$ cat config.mk
export PLATFORM = sky130hd
export DESIGN_NAME = adc_mode_and_output_control
export DESIGN_NICKNAME = d
export VERILOG_FILES = /design/src/logic/adc_ctrl_pkg.sv /design/src/logic/adc_mode_and_output_control.sv
export SDC_FILE = /design/constraint.sdc
export NUM_CORES = 1
export LEC_CHECK = 0
export BUFFER_PORTS_ARGS = -buffer_cell sky130_fd_sc_hd__buf_4
export CAP_MARGIN = 20
export CORE_ASPECT_RATIO = 0.9
export CORE_MARGIN = 8
export CORE_UTILIZATION = 40
export DETAILED_ROUTE_END_ITERATION = 10
export HOLD_SLACK_MARGIN = 0.05
export RECOVER_POWER = 100
export SYNTH_ARGS = -nofsm -noshare
export SYNTH_HDL_FRONTEND = slang
export SYNTH_SLANG_ARGS = --single-unit
$ cat constraint.sdc
create_clock -name sys_clk -period 2.5 [get_ports sys_clk]
set_input_delay 0.5 -clock sys_clk [delete_from_list [all_inputs] [get_ports sys_clk]]
set_output_delay 0.5 -clock sys_clk [all_outputs]
set_load 0.005 [all_outputs]
$ cat src/logic/adc_ctrl_pkg.sv
// Constants and types for the converter mode and output control block.
// Notes on behaviour
// - Reference select low means internal references; high means external references.
// - Both configuration pins low puts the converter into power-down.
// - Pins decode low-high mode 1, high-low mode 2, high-high mode 3.
// - Modes 1 and 3 unity gain, mode 2 half gain, mode 3 minus one volt.
// - Twelve result bits leave through buffers that the enable pin can tristate.
// - Output drive enable is active low; high disables the data buffers.
// - Output drive enable acts without waiting for any clock edge.
// - Each rising edge samples; its result appears after the fifth following edge.
// - Over-range flag rises with the result of an out-of-span sample.
// - Input is acquired during a window of one full clock period, every other period.
// - Results are unsigned straight binary on the twelve data outputs.
package adc_ctrl_pkg;
   localparam int RESULT_WIDTH = 12;
   localparam int LATENCY_CYCLES = 5;
   localparam int MAX_SAMPLE_MHZ = 15;
   localparam logic [RESULT_WIDTH-1:0] RESULT_RESET = 12'h000;
   localparam logic [1:0] CFG_POWER_DOWN = 2'h0;
   localparam logic [1:0] CFG_UNITY = 2'h1;
   localparam logic [1:0] CFG_HALF = 2'h2;
   localparam logic [1:0] CFG_OFFSET = 2'h3;
   typedef enum logic [3:0] {
      MODE_POWER_DOWN = 4'h1,
      MODE_UNITY = 4'h2,
      MODE_HALF = 4'h4,
      MODE_OFFSET = 4'h8
   } mode_e;
endpackage

$ cat src/logic/adc_mode_and_output_control.sv
// Mode decode, result pipeline and output drive control of the sampling converter.
`timescale 1ns/1ps
`default_nettype none
module adc_mode_and_output_control (
   // Clock and reset
   input wire logic sys_clk,
   input wire logic reset_n,
   // Static configuration pins
   input wire logic cfg_pin_low,
   input wire logic cfg_pin_high,
   input wire logic ref_source_select,
   // Output drive enable, active low
   input wire logic out_enable_n,
   // Raw quantiser result and span comparison for the current sample
   input wire logic [adc_ctrl_pkg::RESULT_WIDTH-1:0] sample_code,
   input wire logic sample_over_range,
   // Downstream ready for the buffered result stream
   input wire logic result_ready,
   // Analog front-end controls
   output logic power_down,
   output logic use_external_ref,
   output logic gain_half,
   output logic offset_minus_one,
   output logic sample_window,
   // Result pins
   output logic [adc_ctrl_pkg::RESULT_WIDTH-1:0] result_data,
   output logic [adc_ctrl_pkg::RESULT_WIDTH-1:0] result_data_oe,
   output logic over_range_pin,
   output logic over_range_pin_oe,
   // Buffered result stream
   output logic result_valid,
   output logic [adc_ctrl_pkg::RESULT_WIDTH-1:0] result_word,
   output logic result_flag
);
   localparam int W = adc_ctrl_pkg::RESULT_WIDTH;
   localparam int L = adc_ctrl_pkg::LATENCY_CYCLES;

   logic [2:0] sync_low, sync_high, sync_ref;
   logic cfg_low, cfg_high;
   adc_ctrl_pkg::mode_e mode, next_mode;
   logic [W-1:0] pipe_code [L];
   logic [L-1:0] pipe_ovr;
   logic [L-1:0] pipe_live;
   logic [W-1:0] out_word;
   logic out_ovr;
   logic push, pop;
   logic spare_valid, spare_flag;
   logic [W-1:0] spare_word;

   // True while the decoded mode converts; power-down halts the front end.
   function automatic logic converting(input adc_ctrl_pkg::mode_e m);
      return m != adc_ctrl_pkg::MODE_POWER_DOWN;
   endfunction

   // The last two stages agree once a pin level has settled.
   function automatic logic settled(input logic [2:0] chain);
      return chain[2] == chain[1];
   endfunction

   // Static pins come from outside the domain and pass three flip-flops.
   always_ff @(posedge sys_clk or negedge reset_n) begin
      if (!reset_n) begin
         sync_low <= 3'h0;
         sync_high <= 3'h0;
         sync_ref <= 3'h0;
      end else begin
         sync_low <= {sync_low[1:0], cfg_pin_low};
         sync_high <= {sync_high[1:0], cfg_pin_high};
         sync_ref <= {sync_ref[1:0], ref_source_select};
      end
   end

   // Waiting for agreement keeps a pin caught mid-transition from flashing a
   // wrong mode for one cycle; a clean level change costs no extra cycle of settling.
   always_ff @(posedge sys_clk or negedge reset_n) begin
      if (!reset_n) begin
         cfg_low <= 1'b0;
         cfg_high <= 1'b0;
      end else begin
         if (settled(sync_low)) begin
            cfg_low <= sync_low[2];
         end
         if (settled(sync_high)) begin
            cfg_high <= sync_high[2];
         end
      end
   end

   always_ff @(posedge sys_clk or negedge reset_n) begin
      if (!reset_n) begin
         use_external_ref <= 1'b0;
      end else if (settled(sync_ref)) begin
         use_external_ref <= sync_ref[2];
      end
   end

   always_comb begin
      case ({cfg_high, cfg_low})
         adc_ctrl_pkg::CFG_POWER_DOWN: next_mode = adc_ctrl_pkg::MODE_POWER_DOWN;
         adc_ctrl_pkg::CFG_UNITY: next_mode = adc_ctrl_pkg::MODE_UNITY;
         adc_ctrl_pkg::CFG_HALF: next_mode = adc_ctrl_pkg::MODE_HALF;
         adc_ctrl_pkg::CFG_OFFSET: next_mode = adc_ctrl_pkg::MODE_OFFSET;
         default: next_mode = adc_ctrl_pkg::MODE_POWER_DOWN;
      endcase
   end

   // Front-end steering follows the decoded mode; reset holds power-down.
   always_ff @(posedge sys_clk or negedge reset_n) begin
      if (!reset_n) begin
         mode <= adc_ctrl_pkg::MODE_POWER_DOWN;
         power_down <= 1'b1;
         gain_half <= 1'b0;
         offset_minus_one <= 1'b0;
      end else begin
         mode <= next_mode;
         power_down <= !converting(next_mode);
         gain_half <= (next_mode == adc_ctrl_pkg::MODE_HALF);
         offset_minus_one <= (next_mode == adc_ctrl_pkg::MODE_OFFSET);
      end
   end

   // Acquisition toggles on each edge while converting, so it is high one full cycle in two.
   always_ff @(posedge sys_clk or negedge reset_n) begin
      if (!reset_n) begin
         sample_window <= 1'b0;
      end else begin
         sample_window <= converting(mode) && !sample_window;
      end
   end

   // Five-stage result pipeline; a stage is live only while converting, so words
   // taken before power-down exit never reach the stream.
   always_ff @(posedge sys_clk or negedge reset_n) begin
      if (!reset_n) begin
         for (int i = 0; i < L; i++) begin
            pipe_code[i] <= adc_ctrl_pkg::RESULT_RESET;
         end
         pipe_ovr <= '0;
         pipe_live <= '0;
      end else begin
         pipe_code[0] <= sample_code;
         pipe_ovr[0] <= sample_over_range;
         pipe_live[0] <= converting(mode);
         for (int i = 1; i < L; i++) begin
            pipe_code[i] <= pipe_code[i-1];
            pipe_ovr[i] <= pipe_ovr[i-1];
            pipe_live[i] <= pipe_live[i-1] && converting(mode);
         end
      end
   end

   // Pin outputs: result after the fifth edge, flag in step with it.
   always_ff @(posedge sys_clk or negedge reset_n) begin
      if (!reset_n) begin
         out_word <= adc_ctrl_pkg::RESULT_RESET;
         out_ovr <= 1'b0;
      end else begin
         out_word <= pipe_code[L-1];
         out_ovr <= pipe_ovr[L-1];
      end
   end

   // The drive enable must not wait for a clock, so it gates the registered
   // pin values combinationally; the enables are the only non-register outputs.
   assign result_data = out_word;
   assign over_range_pin = out_ovr;
   assign result_data_oe = {W{!out_enable_n}};
   assign over_range_pin_oe = !out_enable_n;

   // Two-entry buffer: a head register and a spare register. A one-cycle stall of
   // the receiver loses no word while the spare is empty. The converter itself cannot be paused, so a
   // stall longer than one cycle drops the newest words until room returns.
   // A word may still enter a full buffer in the cycle the head is taken.
   assign pop = result_valid && result_ready;
   assign push = pipe_live[L-1] && (!spare_valid || pop);

   // The head register drives the stream ports, so they come from flops.
   always_ff @(posedge sys_clk or negedge reset_n) begin
      if (!reset_n) begin
         result_valid <= 1'b0;
         result_word <= adc_ctrl_pkg::RESULT_RESET;
         result_flag <= 1'b0;
      end else begin
         if (!result_valid || pop) begin
            if (spare_valid) begin
               result_valid <= 1'b1;
               result_word <= spare_word;
               result_flag <= spare_flag;
            end else if (push) begin
               result_valid <= 1'b1;
               result_word <= pipe_code[L-1];
               result_flag <= pipe_ovr[L-1];
            end else begin
               result_valid <= 1'b0;
            end
         end
      end
   end

   // The spare fills when a word arrives while the head is held, or refills
   // in the same cycle that the head takes the spare's old word.
   always_ff @(posedge sys_clk or negedge reset_n) begin
      if (!reset_n) begin
         spare_valid <= 1'b0;
         spare_word <= adc_ctrl_pkg::RESULT_RESET;
         spare_flag <= 1'b0;
      end else begin
         if (push && (spare_valid || (result_valid && !pop))) begin
            spare_valid <= 1'b1;
            spare_word <= pipe_code[L-1];
            spare_flag <= pipe_ovr[L-1];
         end else if (pop) begin
            spare_valid <= 1'b0;
         end
      end
   end
endmodule
`default_nettype wire

==> flow_summary.toml <==
[run_status]
status = "finished, final reports clean"

[floorplanning]
fp.dieW_um = 121
fp.dieH_um = 111
initial_core_util = 0.412
io-pin-count = 65
coreArea_um2 = 9660
rows = 34
fp.dieArea_um2 = 13400

[drt]
drc = 0
totalWireLength_um = 6000
routedWlPerCell_um = 14.3
ant_nets = 0
dr.pass1.iters = 2
dr_total_vias = 1819
via_per_inst = 4.32
drtIter0Drc = 113

[cts]
numCtsBuffers = 17
cts_max_level = 4
post_cts_buffers = 0
cts.repair.resized = 0
cts-root-buf = "clkbuf_8"
insertion_delay_ns = 0.50
clk_path_buf_depth = 2
clk_pin_slew_ns = 0.06
cts.sink_count = 128
tritoncts = "done"

[setup_path]
cp_top_family = "flip-flops"
crit_buf_inv = 1
r2r_cells = 4
critPathSlowestCell = "dfrtp_1"
required_ns = 2.88
slowest_delay_ns = 0.49
cp_cell_sequence = "nor2_1, a21oi_1, buf_4, mux2_2"
cp-end-kind = "register"
worstSetupStartpointType = "register"
cp.arrival_ns = 2.20
crit_type = "register to register"
critPathMaxFanout = 8
path_depth = 4

[power_and_ir_drop]
clockPowerShare = 0.416
power_w = 0.00586
pwr-share-comb = 0.142
vdd_drop_max_mv = 0.469
p_leak_nw = 2.29
p_sw_w = 0.00140
intPower_w = 0.00446
switching_share = 0.239
seqPwrFrac = 0.442
p_per_area_nw_per_um2 = 1160

[logic_synthesis]
synth_area_leaders = "dfrtp_1, mux2_2, mux2_4, buf_4, nor2b_1"
ys_seq_area_frac = 0.806
syn_avg_cell_area_um2 = 19.0
syn-num-nets = 229
synth_ff_type = "dfrtp_1"
yosys_warnings = 0
ys_ff_latch = 128
synth_common_cells = "dfrtp_1, mux2_2, buf_4"
netlist_area_um2 = 3970
yosysMostFrequentCell = "dfrtp_1"
synth_edf_count = 0
ys_types = 18
async_reset_ff_frac = 1.00
syn_inst = 209
synth.top_cell.area_share = 0.800
yosysTopAreaCell = "dfrtp_1"

[grt]
track_usage = 0.102
grt_pass1_vias = 2043
grt_first_pass_wirelength_um = 10300
grt-busiest-layer = "met2"
grt_antenna_before_repair = 0
grt_max_degree = 88
grt-ovfl-total = 0
use_met2 = 0.154
met1_usage = 0.115
grt_util_met3 = 0.0474

[final_layout]
drive_gt1_frac = 0.414
fillers = 792
nets = 302
area_growth_pct = 27.1
antenna_cells = 0

[worst_hold_path]
hp-class = "input port to register"
hold_path_depth = 1

[timing]
fin_crit_ns = 1.81
tns_ns = 0
finClkSkew_ns = 0.00556
max_clock_freq_ghz = 0.552
relSlewSlack = 0.242
finalMaxSlewViolations = 0
hold_ws_ns = 0.123
setup_viol = 0
rsz0062_at_grt = "no"
post-route-period-util = 0.725
hold_viol_final = 0
tightestPinTransition_ns = 1.14

[flow_run]
cap_violations = 0

[placed_design]
io_buffers = 64
place.gp.congestion = 0.698
hpwlAfterDp_um = 3890
## per-stage QoR
step / cells / utilization / setup WS, ns / instance area, µm²
floorplan: 209 / - / 1.01 / 3970
global placement: 388 / 0.469 / 0.819 / 4530
detailed placement: 388 / 0.469 / 0.822 / 4530
CTS: 421 / 0.532 / 0.841 / 5140
global route: 421 / 0.523 / 0.550 / 5050
finish: 421 / 0.523 / 0.688 / 5050
## registers in the layout, summed over array words and instances (netlist names)
| name | flops |
|---|---|
| cfg_high | 1 |
| cfg_low | 1 |
| gain_half | 1 |
| mode | 3 |
| over_range_pin | 1 |
| pipe_code | 60 |
| pipe_live | 5 |
| pipe_ovr | 5 |
| result_data | 12 |
| result_flag | 1 |
| result_valid | 1 |
| result_word | 12 |
| sample_window | 1 |
| spare_flag | 1 |
| spare_valid | 1 |
| spare_word | 12 |
| sync_high | 3 |
| sync_low | 3 |
| sync_ref | 3 |
| use_external_ref | 1 |
## what timing repair did
| item | in CTS | in global routing |
|---|---|---|
| endpoints found under the setup margin | 0 | 0 |
| hold buffers | 1 | 0 |
| hold endpoints to repair | 3 | 0 |
## metal layers
metal	part of all wire	vias up
li1	-	823
met5	0	-
met3	0.063	7
met4	0.016	0
met1	0.42	936
met2	0.51	53
## logic make-up (layout without fill, tap and decap cells)
family,after synthesis,count (layout),synth area share
compound gates,5,5,0.00630
xor+xnor,1,1,0.00220
fa+ha+maj,3,3,0.00756
buf+inv,21,107,0.0400
flops,128,128,0.806
mux,39,39,0.120
simple gates,12,12,0.0176
## cell usage in the layout, fill, tap and decap left out
cell type        n
dfrtp_1        127
clkbuf_4        54
mux2_2          29
clkbuf_16       16
clkbuf_1        10
mux2_1           9
nor2b_1          6
buf_4            5
inv_1            4
clkinv_4         4
nor2_1           3
maj3_1           3
o21ai_0          3
bufinv_16        3
inv_6            3
a21oi_1          2
clkinvlp_4       2
and2_1           1
nor4b_1          1
xnor2_1          1
and3_1           1
mux2_4           1
clkbuf_8         1
clkinv_2         1
inv_8            1
dlygate4sd3_1    1
dfstp_2          1
buf_1            1
clkbuf_2         1
## power groups by stage
stage          registers (W)  clock network (W)  logic [W]
2_1_floorplan        0.00258                  0   0.000639
3_3_place_gp         0.00262                  0   0.000967
3_5_place_dp         0.00263                  0   0.000989
4_1_cts              0.00261            0.00249   0.000996
5_1_grt              0.00263            0.00260   0.000925
6_report             0.00259            0.00244   0.000832
## area by class of cell
cell class | instances | area, µm² | share of cell area
Timing Repair Buffer | 71 | 495 | 0.0981
Sequential cell | 128 | 3200 | 0.635
Clock buffer | 18 | 418 | 0.0828
Clock inverter | 14 | 183 | 0.0362
Inverter | 4 | 15.0 | 0.00297
Multi-Input combinational cell | 60 | 577 | 0.114
Tap cell | 126 | 158 | 0.0312
## worst paths after layout
path | slack [ns] | to | from
min | 0.12 | pipe_code[55] | sample_code[7]
max in group asynchronous | 0.82 | result_data[0] | reset_n
min in group asynchronous | 0.31 | pipe_code[4] | reset_n
max reg2reg | 0.69 | result_word[1] | spare_valid
max | 0.69 | result_word[1] | spare_valid
min reg2reg | 0.34 | pipe_code[33] | pipe_code[45]
Power figures use the tool's default switching activity.
